--- config.mk ---
export PLATFORM = sky130hd
export DESIGN_NAME = ssw_top
export DESIGN_NICKNAME = d
export VERILOG_FILES = /design/src/common/ssw_pkg.sv /design/src/design/ssw_sync.sv /design/src/design/ssw_top.sv
export SDC_FILE = /design/constraint.sdc
export NUM_CORES = 1
export LEC_CHECK = 0
export ABC_AREA = 1
export BUFFER_PORTS_ARGS = -buffer_cell sky130_fd_sc_hd__buf_2
export CORE_MARGIN = 4
export CORE_UTILIZATION = 55
export DETAILED_ROUTE_END_ITERATION = 16
export MAX_ROUTING_LAYER = met4
export PLACE_DENSITY_LB_ADDON = 0.05
export SETUP_SLACK_MARGIN = 0.02
export SLEW_MARGIN = 20
export SYNTH_ARGS = -nofsm -noshare
export SYNTH_HDL_FRONTEND = slang
export SYNTH_SLANG_ARGS = --single-unit
export TNS_END_PERCENT = 100
--- constraint.sdc ---
create_clock -name clk_sys -period 2.2 [get_ports clk_sys]
set_input_delay 0.22 -clock clk_sys [delete_from_list [all_inputs] [get_ports clk_sys]]
set_output_delay 0.22 -clock clk_sys [all_outputs]
set_load 0.005 [all_outputs]
--- src/common/ssw_pkg.sv ---
`default_nettype none

package ssw_pkg;

    // ------------------------------------------------------------
    // clock
    // ------------------------------------------------------------
    localparam int unsigned CLK_HZ = 100_000_000;  // system clock rate
    localparam int unsigned CLK_NS = 10;           // system clock period

    // ------------------------------------------------------------
    // printed times, each in its own unit
    // ------------------------------------------------------------
    localparam int unsigned WDOG_PERIOD_MS      = 1600;  // watchdog period, 1.6 s
    localparam int unsigned RST_TIMEOUT_MS      = 200;   // power_up_reset_timeout nominal
    localparam int unsigned PROG_MAX_MS         = 10;    // internal program cycle, longest
    localparam int unsigned GLITCH_NS           = 100;   // widest rejected reset pulse
    localparam int unsigned TRIP_DELAY_US       = 5;     // trip_to_reset_delay, longest
    localparam int unsigned POWER_UP_RD_DELAY_MS = 1;    // power_up_read_delay, host side
    localparam int unsigned POWER_UP_WR_DELAY_MS = 1;    // power_up_write_delay, host side

    // ------------------------------------------------------------
    // derived cycle counts
    // ------------------------------------------------------------
    localparam int unsigned CNT_W = 32;  // width of all long counters
    localparam logic [31:0] WDOG_CYC = 32'(WDOG_PERIOD_MS * (CLK_HZ / 1000));
    localparam logic [31:0] RST_CYC  = 32'(RST_TIMEOUT_MS * (CLK_HZ / 1000));
    localparam logic [31:0] PROG_CYC = 32'(PROG_MAX_MS * (CLK_HZ / 1000));
    localparam logic [3:0]  GLITCH_CYC = 4'(GLITCH_NS / CLK_NS);
    localparam logic [31:0] TRIP_CYC = 32'(TRIP_DELAY_US * (CLK_HZ / 1000000));

    // ------------------------------------------------------------
    // values after reset
    // ------------------------------------------------------------
    localparam logic RST_SUPPLY_LOW = 1'b1;  // assume supply low until seen good
    localparam logic RST_KICK       = 1'b0;
    localparam logic RST_WP         = 1'b0;  // unconnected pin reads low
    localparam logic RST_HI_PIN     = 1'b0;  // active-high pin idles low
    localparam logic RST_LO_PIN     = 1'b1;  // active-low pin idles high

    // reset sequencer states
    typedef enum logic [1:0] {
        SSW_RUN,      // outputs released, watchdog counting
        SSW_HOLD,     // supply below trip level
        SSW_TIMEOUT   // driving reset, timing out
    } ssw_state_t;

endpackage : ssw_pkg

`default_nettype wire

--- src/design/ssw_sync.sv ---
`default_nettype none

// three-stage synchroniser; the level moves once stages two and three agree
module ssw_sync #(
    parameter logic RST_VAL = 1'b0  // level held after reset
) (
    // clock and reset
    input  wire logic clk_sys,
    input  wire logic rst_n,
    // asynchronous pin and its clean level
    input  wire logic d_async,
    output logic      q_level
);

    // ------------------------------------------------------------
    // state
    // ------------------------------------------------------------
    typedef struct packed {
        logic s1;   // metastable stage, read only by s2
        logic s2;
        logic s3;
        logic lvl;  // agreed level
    } ssw_sync_t;

    ssw_sync_t cur_q;  // registered state
    ssw_sync_t nxt_d;  // next state

    // next state: shift, accept when the last two agree
    always_comb begin
        nxt_d    = cur_q;
        nxt_d.s1 = d_async;
        nxt_d.s2 = cur_q.s1;
        nxt_d.s3 = cur_q.s2;
        if (cur_q.s2 == cur_q.s3) begin
            nxt_d.lvl = cur_q.s3;
        end
    end

    // register, synchronous reset to constants
    always_ff @(posedge clk_sys) begin
        if (!rst_n) begin
            cur_q <= '{s1: RST_VAL, s2: RST_VAL, s3: RST_VAL, lvl: RST_VAL};
        end else begin
            cur_q <= nxt_d;
        end
    end

    assign q_level = cur_q.lvl;

endmodule : ssw_sync

`default_nettype wire

--- src/design/ssw_top.sv ---
`default_nettype none

module ssw_top #(
    parameter logic [31:0] WDOG_CYC = ssw_pkg::WDOG_CYC,  // watchdog period in cycles
    parameter logic [31:0] RST_CYC  = ssw_pkg::RST_CYC,   // reset timeout in cycles
    parameter logic [31:0] PROG_CYC = ssw_pkg::PROG_CYC   // program cycle in cycles
) (
    // clock and reset
    input  wire logic clk_sys,
    input  wire logic rst_n,
    // supervisor pins
    input  wire logic supply_low,            // comparator: supply below trip level
    input  wire logic watchdog_kick_input,   // host toggles this
    input  wire logic write_protect,         // high: array read-only
    // active-high reset pin, open drain
    input  wire logic rst_hi_in,
    output logic      rst_hi_out,
    output logic      rst_hi_oe,
    // active-low reset pin, open drain
    input  wire logic rst_lo_n_in,
    output logic      rst_lo_n_out,
    output logic      rst_lo_n_oe,
    // memory bus engine, same clock
    input  wire logic write_stop,            // pulse: valid stop ending a write
    output logic      bus_enable,            // may answer slave address
    output logic      data_ack_enable,       // may acknowledge write data
    output logic      array_write_enable,    // may program the array
    output logic      prog_busy              // internal program cycle running
);

    // ------------------------------------------------------------
    // synchronised pins
    // ------------------------------------------------------------
    logic low_s;   // supply low, clean level
    logic kick_s;  // watchdog kick, clean level
    logic wp_s;    // write protect, clean level
    logic hi_s;    // active-high reset pin, clean level
    logic lo_s;    // active-low reset pin, clean level

    ssw_sync #(.RST_VAL(ssw_pkg::RST_SUPPLY_LOW)) u_sync_low (
        .clk_sys(clk_sys), .rst_n(rst_n), .d_async(supply_low), .q_level(low_s));
    ssw_sync #(.RST_VAL(ssw_pkg::RST_KICK)) u_sync_kick (
        .clk_sys(clk_sys), .rst_n(rst_n), .d_async(watchdog_kick_input), .q_level(kick_s));
    ssw_sync #(.RST_VAL(ssw_pkg::RST_WP)) u_sync_wp (
        .clk_sys(clk_sys), .rst_n(rst_n), .d_async(write_protect), .q_level(wp_s));
    ssw_sync #(.RST_VAL(ssw_pkg::RST_HI_PIN)) u_sync_hi (
        .clk_sys(clk_sys), .rst_n(rst_n), .d_async(rst_hi_in), .q_level(hi_s));
    ssw_sync #(.RST_VAL(ssw_pkg::RST_LO_PIN)) u_sync_lo (
        .clk_sys(clk_sys), .rst_n(rst_n), .d_async(rst_lo_n_in), .q_level(lo_s));

    // ------------------------------------------------------------
    // state
    // ------------------------------------------------------------
    typedef struct packed {
        ssw_pkg::ssw_state_t state;  // reset sequencer
        logic [31:0] rst_cnt;        // reset timeout counter
        logic [31:0] wdog_cnt;       // watchdog counter
        logic [31:0] prog_cnt;       // program cycle counter
        logic [3:0]  hi_gcnt;        // glitch filter run, high pin
        logic [3:0]  lo_gcnt;        // glitch filter run, low pin
        logic        hi_flt;         // filtered high pin
        logic        lo_flt;         // filtered low pin
        logic        kick_q;         // kick level one cycle back
        logic        drive;          // driving both reset pins
        logic        hi_level;       // value driven on high pin
        logic        lo_level;       // value driven on low pin
        logic        bus_en;
        logic        data_ack_en;
        logic        array_wr_en;
        logic        busy;
    } ssw_top_t;

    ssw_top_t cur_q;  // registered state
    ssw_top_t nxt_d;  // next state

    logic kick_edge;   // either edge on the kick level
    logic hi_rise;     // filtered rise of active-high pin
    logic lo_fall;     // filtered fall of active-low pin
    logic wdog_expire; // watchdog reached its period

    // ------------------------------------------------------------
    // next state
    // ------------------------------------------------------------
    always_comb begin
        nxt_d  = cur_q;
        // glitch filters: level moves only after more than 100 ns stable
        if (hi_s == cur_q.hi_flt) begin
            nxt_d.hi_gcnt = 4'h0;
        end else if (cur_q.hi_gcnt == ssw_pkg::GLITCH_CYC) begin
            nxt_d.hi_flt  = hi_s;
            nxt_d.hi_gcnt = 4'h0;
        end else begin
            nxt_d.hi_gcnt = cur_q.hi_gcnt + 4'h1;
        end
        if (lo_s == cur_q.lo_flt) begin
            nxt_d.lo_gcnt = 4'h0;
        end else if (cur_q.lo_gcnt == ssw_pkg::GLITCH_CYC) begin
            nxt_d.lo_flt  = lo_s;
            nxt_d.lo_gcnt = 4'h0;
        end else begin
            nxt_d.lo_gcnt = cur_q.lo_gcnt + 4'h1;
        end
        // edges seen while we drive are our own, so they are ignored
        hi_rise = !cur_q.hi_flt && nxt_d.hi_flt && !cur_q.drive;
        lo_fall = cur_q.lo_flt && !nxt_d.lo_flt && !cur_q.drive;
        nxt_d.kick_q = kick_s;
        kick_edge    = kick_s != cur_q.kick_q;
        wdog_expire  = cur_q.wdog_cnt == WDOG_CYC - 32'h1;
        // reset sequencer; supply low wins over every other cause
        if (low_s) begin
            nxt_d.state   = ssw_pkg::SSW_HOLD;
            nxt_d.rst_cnt = '0;
        end else begin
            case (cur_q.state)
                ssw_pkg::SSW_HOLD: begin
                    nxt_d.state   = ssw_pkg::SSW_TIMEOUT;
                    nxt_d.rst_cnt = '0;
                end
                ssw_pkg::SSW_TIMEOUT: begin
                    if (cur_q.rst_cnt == RST_CYC - 32'h1) begin
                        nxt_d.state = ssw_pkg::SSW_RUN;
                    end else begin
                        nxt_d.rst_cnt = cur_q.rst_cnt + 32'h1;
                    end
                end
                default: begin
                    // manual reset or expiry: same timeout as power-up
                    if (hi_rise || lo_fall || (wdog_expire && !kick_edge)) begin
                        nxt_d.state   = ssw_pkg::SSW_TIMEOUT;
                        nxt_d.rst_cnt = '0;
                    end
                end
            endcase
        end
        nxt_d.drive    = nxt_d.state != ssw_pkg::SSW_RUN;
        nxt_d.hi_level = nxt_d.drive;
        nxt_d.lo_level = !nxt_d.drive;
        // watchdog: frozen at zero while reset is asserted
        if (nxt_d.drive || cur_q.drive || kick_edge) begin
            nxt_d.wdog_cnt = '0;
        end else begin
            nxt_d.wdog_cnt = cur_q.wdog_cnt + 32'h1;
        end
        // program cycle; keeps running through a reset so the array finishes
        if (cur_q.busy) begin
            if (cur_q.prog_cnt == PROG_CYC - 32'h1) begin
                nxt_d.busy = 1'b0;
            end else begin
                nxt_d.prog_cnt = cur_q.prog_cnt + 32'h1;
            end
        end else if (write_stop && cur_q.array_wr_en) begin
            nxt_d.busy     = 1'b1;
            nxt_d.prog_cnt = '0;
        end
        // memory gating
        nxt_d.bus_en      = !nxt_d.drive && !nxt_d.busy;
        nxt_d.data_ack_en = nxt_d.bus_en && !wp_s;
        nxt_d.array_wr_en = nxt_d.data_ack_en && !low_s;
    end

    // ------------------------------------------------------------
    // register; reset drives the reset pins as at power-up
    // ------------------------------------------------------------
    always_ff @(posedge clk_sys) begin
        if (!rst_n) begin
            cur_q          <= '0;
            cur_q.state    <= ssw_pkg::SSW_HOLD;
            cur_q.lo_flt   <= ssw_pkg::RST_LO_PIN;
            cur_q.hi_flt   <= ssw_pkg::RST_HI_PIN;
            cur_q.kick_q   <= ssw_pkg::RST_KICK;
            cur_q.drive    <= 1'b1;
            cur_q.hi_level <= 1'b1;
        end else begin
            cur_q <= nxt_d;
        end
    end

    // ------------------------------------------------------------
    // outputs, straight from the state register
    // ------------------------------------------------------------
    assign rst_hi_oe          = cur_q.drive;
    assign rst_lo_n_oe        = cur_q.drive;
    assign rst_hi_out         = cur_q.hi_level;
    assign rst_lo_n_out       = cur_q.lo_level;
    assign bus_enable         = cur_q.bus_en;
    assign data_ack_enable    = cur_q.data_ack_en;
    assign array_write_enable = cur_q.array_wr_en;
    assign prog_busy          = cur_q.busy;
endmodule : ssw_top

`default_nettype wire
=== Word level (Yosys, flattened, before mapping) ===
Cells that the tools add are included.

* Register bits: 135
* Output and inout bits: 8
* Word-level logic and storage cells: 103

* $add $sub $neg: 5
* Eq/ne operators: 17
* Multiplexer cells: 15
* Bitwise gates (word level): 1
* Reduce and logical (&&, ||, !) cells: 30

{| class="wikitable"
|+ Operators by type and width
! cell !! count
|-
| 32-bit 2-to-1 mux || 4
|-
| 32-bit by 1-bit adder with 32-bit output, second input constant || 3
|-
| 34-bit 2-to-1 mux || 2
|-
| 34-bit case mux with 2 select lines || 1
|-
| 32-bit by 20-bit == test with 1-bit output, second input constant || 1
|-
| 32-bit by 25-bit == test with 1-bit output, second input constant || 1
|-
| 32-bit by 28-bit == test with 1-bit output, second input constant || 1
|-
| 1-bit logical AND || 9
|-
| 4-bit by 1-bit adder with 4-bit output, second input constant || 2
|-
| 4-bit == test, second input constant || 2
|-
| 1-bit zero test || 8
|-
| 1-bit == test || 7
|-
| 1-bit 2-to-1 mux || 7
|-
| 3-bit OR reduction || 2
|-
| 1-bit logical OR || 4
|-
| 2-bit inequality test, second input constant || 2
|-
| 2-bit AND reduction || 2
|-
| 2-bit nonzero test || 2
|-
| 2-bit OR reduction || 2
|-
| 3-bit nonzero test || 1
|-
| 2-bit by 1-bit == test with 1-bit output, second input constant || 1
|-
| 2-bit == test, second input constant || 1
|-
| 2-bit 2-to-1 mux || 1
|-
| 1-bit inequality test || 1
|-
| 1-bit inverter || 1
|}

=== Logic depth before layout (Yosys ltp) ===
Gate-level depths: netlist (run 1).

* Depth after elaboration: 16
* Depth in mapped cells: 13

=== Modules after synthesis ===
From an unflattened synthesis (run 1), not the netlist that was laid out.

* Cell total of the unflattened synthesis: 1148
* Area, all modules: 7387.1 um^2

{| class="wikitable"
|+ Modules (own cells, without submodules)
! module !! times used !! cells each !! area each (um^2) !! sequential area each (um^2)
|-
| ssw_top || 1 || 1075 || 6770.2 || 2302.2
|-
| ssw_sync (u_sync_hi ...) || 3 || 13 || 116.4 || 80.1
|-
| ssw_sync (u_sync_lo ...) || 2 || 17 || 133.9 || 80.1
|}

=== Worst setup path after synthesis (run 1) ===
OpenSTA, ideal clock, no wires.

* Path kind: reg2reg
* Start: register cur_q[82] (netlist bit)
* End: register cur_q[59] (netlist bit)
* Library setup time: 0.062 ns
* Arrival: 1.731 ns
* Slack: 0.407 ns
* Stages on the path, launching flop included: 13
* Buffers on the path: 1
* Period minus slack after synthesis: 1.793 ns
* Path through: dfxtp_1 > ha_1 > nand2_2 > nor2_4 > nand2_2 > nor2_1 > nand2_1 > nand4_1 > nand2_1 > nor2_4 > nand3_4 > buf_6 > nor2_2

* Cells in the longest elaborated chain, start to end: 8

{| class="wikitable"
|+ Ends and longest elaborated chain
! what !! line !! source
|-
| start: declaration || ssw_top.sv:73 || <nowiki>ssw_top_t cur_q;</nowiki>
|-
| start signal: assignment || ssw_top.sv:174 || <nowiki>cur_q <= nxt_d;</nowiki>
|-
| 32-bit by 25-bit == test with 1-bit output || ssw_top.sv:120 || <nowiki>if (cur_q.rst_cnt == RST_CYC - 32'h1) begin</nowiki>
|-
| 2-bit 2-to-1 mux || ssw_top.sv:120 ||
|-
| 34-bit case mux with 2 select lines || ssw_top.sv:114 || <nowiki>case (cur_q.state)</nowiki>
|-
| 34-bit 2-to-1 mux || ssw_top.sv:110 || <nowiki>if (low_s) begin</nowiki>
|-
| 2-bit nonzero test || ssw_top.sv:135 || <nowiki>nxt_d.drive = nxt_d.state != ssw_pkg::SSW_RUN;</nowiki>
|-
| 1-bit logical OR (2 in a row) || ssw_top.sv:139 || <nowiki>if (nxt_d.drive || cur_q.drive || kick_edge) begin</nowiki>
|-
| 2-bit OR reduction (no source line) || -- ||
|}

No other way between the ends.
A chain may end at the register's enable or synchronous reset.

=== Final worst setup path (run 1) ===
* Start: register cur_q[50] (netlist bit)
* End: register cur_q[69] (netlist bit)

* Cells in the longest elaborated chain, start to end: 10
* Elaborated cells between the ends (all ways): 11
* Classes of those cells: add/sub (1); eq/ne (1); mux (3); reduce/logical (6)

{| class="wikitable"
|+ Ends and longest elaborated chain
! what !! line !! source
|-
| 32-bit by 28-bit == test with 1-bit output || ssw_top.sv:108 || <nowiki>wdog_expire = cur_q.wdog_cnt == WDOG_CYC - 32'h1;</nowiki>
|-
| 1-bit logical AND || ssw_top.sv:128 || <nowiki>if (hi_rise || lo_fall || (wdog_expire && !kick_edge)) begin</nowiki>
|-
| 1-bit logical OR || ssw_top.sv:128 ||
|-
| 34-bit 2-to-1 mux || ssw_top.sv:128 ||
|-
| 34-bit case mux with 2 select lines || ssw_top.sv:114 ||
|-
| 34-bit 2-to-1 mux || ssw_top.sv:110 ||
|-
| 2-bit nonzero test || ssw_top.sv:135 ||
|-
| 1-bit logical OR (2 in a row) || ssw_top.sv:139 ||
|-
| 2-bit OR reduction (no source line) || -- ||
|}

Parallel ways exist; a longest one is shown, timed or not. The select of a mux whose other input is x is not followed.

==> results of run 1 <==
[cells by family (layout without fill, tap and decap cells)]
| logic type | after synthesis | after routing | synth area share [%] |
|---|---|---|---|
| xor gates and xnor gates | 42 | 42 | 4.96 |
| buffers and inverters | 178 | 227 | 9.69 |
| adders and majority gates | 9 | 9 | 1.52 |
| and+or+nand+nor | 689 | 689 | 41.1 |
| AOI/OAI and AO/OA | 90 | 90 | 6.36 |
| DFF | 135 | 135 | 36.4 |
[stage by stage]
stage	util (%)	total power, uW	setup slack [ns]
after floorplan	-	2540	0.407
after global placement	58.8	2560	0.238
after detailed placement	58.8	2560	0.192
after CTS	63.5	5330	0.161
after global routing	63.7	5460	0.0325
final	63.7	5290	0.251
[layout by cell type (no fill, tap or decap), types with 2 or more instances in the layout]
cell,Yosys,layout
nand3_1,92,92
xnor2_1,9,9
nand2_2,4,5
nand3_2,2,2
buf_2,2,15
a21oi_1,63,63
buf_4,7,26
clkbuf_16,0,17
o21ai_0,19,19
nor4_1,9,9
nor2_2,12,16
a21o_1,2,2
buf_12,0,2
xor2_1,33,33
inv_6,0,2
nor2_4,5,5
bufinv_16,0,2
o21bai_1,3,3
nor2_1,173,169
nor3_1,43,43
nand3b_1,4,4
clkinv_2,0,2
dfxtp_1,135,135
clkinvlp_4,0,4
nand2_1,284,283
ha_1,9,8
or2_2,10,10
nand4_1,48,48
inv_1,148,148
and3_1,2,2
dlygate4sd3_1,0,5
[critical path: cells and delay by family (launching register included)]
family / cells / cell delay, ns
adders and majority gates: 1 / 0.18
buffers and inverters: 1 / 0.19
DFF: 1 / 0.35
and+or+nand+nor: 10 / 1.15
[power by group]
part,switching (uW),internal [uW]
Sequential,4.33,2460
Clock,1090,1690
Combinational,32.1,23.1
Total,1120,4170
[area by class of cell]
| class | instances | area (sq um) |
|---|---|---|
| Tap cell | 176 | 220 |
| Timing Repair Buffer | 48 | 360 |
| Clock inverter | 11 | 126 |
| Multi-Input combinational cell | 830 | 4020 |
| Fill cell | 1267 | 4800 |
| Sequential cell | 135 | 2700 |
| Inverter | 149 | 562 |
| Clock buffer | 19 | 443 |
[state kept, by name (all words and copies together), names as in the netlist, 3 cells and up]
| name | cells |
|---|---|
| u_sync_low.cur_q | 3 |
| u_sync_lo.cur_q | 3 |
| u_sync_wp.cur_q | 3 |
| u_sync_kick.cur_q | 3 |
| cur_q | 109 |
| u_sync_hi.cur_q | 3 |
[per-layer routing]
metal,vias to the layer above,part of all wire [%],GRT usage [%]
met1,3222,48,34.8
li1,3727,-,-
met4,0,2.0,8.21
met2,176,45,40.6
met3,41,5.0,5.31
met5,-,0,-
[path summary, 6_finish.rpt]
kind | start | endpoint
worst min register to register | u_sync_kick.cur_q[3] | u_sync_kick.cur_q[2]
worst max register to register | cur_q[50] | cur_q[69]
worst max-delay path | cur_q[50] | cur_q[69]
worst min-delay path | rst_n | cur_q[114]
[what timing repair did]
item                                   4_1_cts  5_1_grt
buffers inserted                             0        0
setup endpoints to repair                    0       25
hold buffers                                 5        0
endpoints found under the hold margin        5        0
gates resized for setup                      0        8
==> results.toml, run 1 <==
[min_path]
min_path_cells = 4
worst_hold_path_type = "in2reg"

[global_routing]
antenna_found_initial = 0
grt_use_total_pct = 26.3
overflow = 0
grt_max_degree = 33
grt_first_pass_wirelength_um = 31200
grt_pass1_vias = 6552

[power]
p_leak_uw = 0.00307
p_per_area_nw_per_um2 = 627
peakVddDrop_v = 0.000566

[worst_setup_path]
worst_setup_path_start_kind = "flop"
worstPathMaxFanout = 32
rr_worst_depth = 12
path_cells = "ha_1, nand2_1, nor2_2, nand2_2, nor2_1, nand3_1, nand4_1, nand2_1, nor2_4, nand3_4, buf_12, nor2_1"
critPathKind = "reg2reg"
cp_slowest_stage_delay_ns = 0.35
endpoint_kind = "flop"
worst_ep_required_time_ns = 2.56
r2r_slack_ns = 0.25
slowest_stage = "dfxtp_1"
cp.arrival_ns = 2.31

[die]
dieArea_sq_um = 15400
die_w_um = 124
rows = 42
ios = 16
coreArea_sq_um = 13200
die_h_um = 124
initial_core_util_pct = 56.0

[routing]
drc_errors = 0
first_pass_iters = 5
ant_nets = 0
drtIter0Drc = 559
drt-wirelength-per-cell_um = 13.6
wl_um = 18600
via_per_inst = 5.24
vias = 7166

[clocking]
cts.htree.levels = 4
cts_sinks = 135
clk_latency_ns = 0.43
cts_tree = "yes"
clockBufferDepth = 2
cts-root-buf = "clkbuf_16"
numCtsBuffers = 17
clkTransAtPathRegs_ns = 0.06

[cells_and_area]
n_antenna_cell = 0
final_cell_count_no_fill = 1368
final_layout_size_suffix_gt1_share_pct = 9.48
nets = 1198
fin_area_sq_um = 8440
areaGrowthSynthToFinish_pct = 13.7

[job]
cap_violations = 0

[sta]
fin_hold_ws_ns = 0.219
fin_worst_skew_ns = 0.0141
worstMarginPinSlew_ns = 0.508
slew_viol_final = 0
setup_viol = 0
maxSlewHeadroom_pct = 66.0
timing.setup.tns_ns = 0
rsz0062_at_grt = "no"
hold_violations = 0
min_period_ns = 1.95
fmax_mhz = 513
fin_crit_sh_pct = 88.6

[yosys]
syn_avg_cell_area_sq_um = 6.49
seq_area_frac_synth_pct = 36.4
synthTopCellsByCount = "nand2_1, nor2_1, inv_1"
yosysTopAreaCellShare_pct = 36.4
synth_ff_type = "dfxtp_1"
synth_edf_count = 0
synthCells = 1143
netlist_area_sq_um = 7420
synth_top_area_cell = "dfxtp_1"
synthMostInstantiatedCell = "nand2_1"
yosys-top-cells-area = "dfxtp_1, nand2_1, nor2_1, inv_1, nand3_1"
post_synth_num_cell_types = 32
synthArstFlopShare_pct = 0
synth_seq_cells = 135
synth_warnings = 0
syn-num-nets = 1160

[place]
hpwl_um = 13600
dpl_cell_area_sq_um = 7790
globalplace.congestion = 0.990
io_buffers = 15
place_inst = 1333

[run_status]
status = "completed"
Note: power is estimated with default switching activity, not from simulation.
==> run 2, diff against run 1 <==
Settings changed: CTS_BUF_LIST set to sky130_fd_sc_hd__clkbuf_16.
==> results.toml, run 2 (synthesized netlist as in run 1, its figures left out) <==
[die]
die_w_um = 124
die_h_um = 124
ios = 16
dieArea_sq_um = 15400
initial_core_util_pct = 56.0
rows = 42
coreArea_sq_um = 13200

[clocking]
cts_setup_buffers = 0
cts-root-buf = "clkbuf_16"
clockBufferDepth = 2
cts_sinks = 135
clk_latency_ns = 0.42
numCtsBuffers = 17
clkTransAtPathRegs_ns = 0.06
cts.htree.levels = 4
cts_tree = "yes"

[routing]
wl_um = 18600
drt-wirelength-per-cell_um = 13.6
via_per_inst = 5.27
drtIter0Drc = 525
ant_nets = 0
drc_errors = 0
first_pass_iters = 5
vias = 7206

[cells_and_area]
fin_util_pct = 63.6
regMostFlops = "cur_q"
final_common_cell = "nand2_1"
final_layout_size_suffix_gt1_share_pct = 9.40
seqCellArea_sq_um = 2700
layout_common_cells = "nand2_1, nor2_1, inv_1"
multi_input_area_sq_um = 4020
largest_reg_flops = 109
areaGrowthSynthToFinish_pct = 13.6
nets = 1198
n_antenna_cell = 0
fillCellCount = 1266
fin_area_sq_um = 8430

[power]
p_int_uw = 4130
peakVddDrop_v = 0.000564
combinationalPowerShare_pct = 1.1
clkPwrFrac_pct = 52.0
p_switching_uw = 1120
p_leak_uw = 0.00307
p_seq_share_pct = 46.9
p_per_area_nw_per_um2 = 622
swShare_pct = 21.3

[sta]
setup_slack_ns = 0.252
setup_viol = 0
worstMarginPinSlew_ns = 0.501
fin_crit_sh_pct = 88.5
timing.setup.tns_ns = 0
maxSlewHeadroom_pct = 66.5
rsz0062_at_grt = "no"
min_period_ns = 1.95
slew_viol_final = 0
hold_violations = 0
fin_worst_skew_ns = 0.00920
fmax_mhz = 513
fin_hold_ws_ns = 0.225

[min_path]
worst_hold_path_type = "in2reg"

[place]
globalplace.congestion = 0.990
dpl_cell_area_sq_um = 7790
hpwl_um = 13600
pre_cts_ws_ns = 0.192
io_buffers = 15

[worst_setup_path]
cp_slowest_stage_delay_ns = 0.35
path_delay_family = "simple AND/OR/NAND/NOR gates"
path_cells = "ha_1, nand2_1, nor2_2, nand2_2, nor2_1, nand3_1, nand4_1, nand2_1, nor2_4, nand3_4, buf_12, nor2_1"
cp.arrival_ns = 2.30
worst_setup_path_start_kind = "flop"
cp_num_buf_inv = 1
critPathKind = "reg2reg"
worstPathMaxFanout = 32
endpoint_kind = "flop"
slowest_stage = "dfxtp_1"
worst_ep_required_time_ns = 2.56

[global_routing]
overflow = 0
antenna_found_initial = 0
grt_pass1_vias = 6541
grt_max_degree = 33
grt_first_pass_wirelength_um = 31100
grt_use_total_pct = 26.2

[run_status]
status = "completed"

[job]
cap_violations = 0
## run 2: cell count changes in the layout (fill, tap and decap cells not counted)
cell      previous run  this run
clkbuf_1             1         0
clkbuf_8             1         0
clkinv_1             0         1
inv_1              148       149
## run 2: through the flow
step	std cells	power (uW)
CTS	1368	5290
global placement	1333	2560
global route	1368	5420
floorplan	1143	2540
finish	1368	5250
detailed placement	1333	2560
## run 2: final cells by class
cell class	instances	area share [%]
multi-input cells	830	47.7
well taps	176	2.61
clock inverters	13	1.59
clock buffers	17	5.05
inverters	149	6.67
flip-flops and latches	135	32.1
repair buffers	48	4.28
## run 2: power by group through the flow
stage	combinational (uW)	sequential, uW	clock (uW)
after CTS	54.9	2460	2770
after floorplan	29.0	2510	0
final	55.6	2460	2730
after detailed placement	48.2	2510	0
after global placement	47.9	2510	0
after global routing	63.7	2460	2890
## run 2: final timing paths
kind / start / to / slack, ns / cells past startpoint
max reg2reg: cur_q[50] / cur_q[69] / 0.25 / 12
max: cur_q[50] / cur_q[69] / 0.25 / 12
min: rst_n / cur_q[114] / 0.22 / 4
min reg2reg: u_sync_kick.cur_q[3] / u_sync_kick.cur_q[2] / 0.41 / 2
## run 2: what timing repair did
action                                 CTS  global route
endpoints found under the hold margin    5             0
gates resized for setup                  0             8
setup endpoints to repair                0            25
hold buffers                             5             0
## run 2: tightest hold or removal path, stage by stage
cell,delay [ns]
buf_2,0.10
inv_1,0.08
nor2_1,0.11
nand3_1,0.09
## run 2: per-layer routing
metal | GRT usage [%] | part of all wire, % | up-vias
met4 | 8.15 | 1.8 | 0
li1 | - | - | 3730
met3 | 5.31 | 5.2 | 36
met5 | - | 0 | -
met2 | 40.5 | 45 | 181
met1 | 34.8 | 48 | 3259
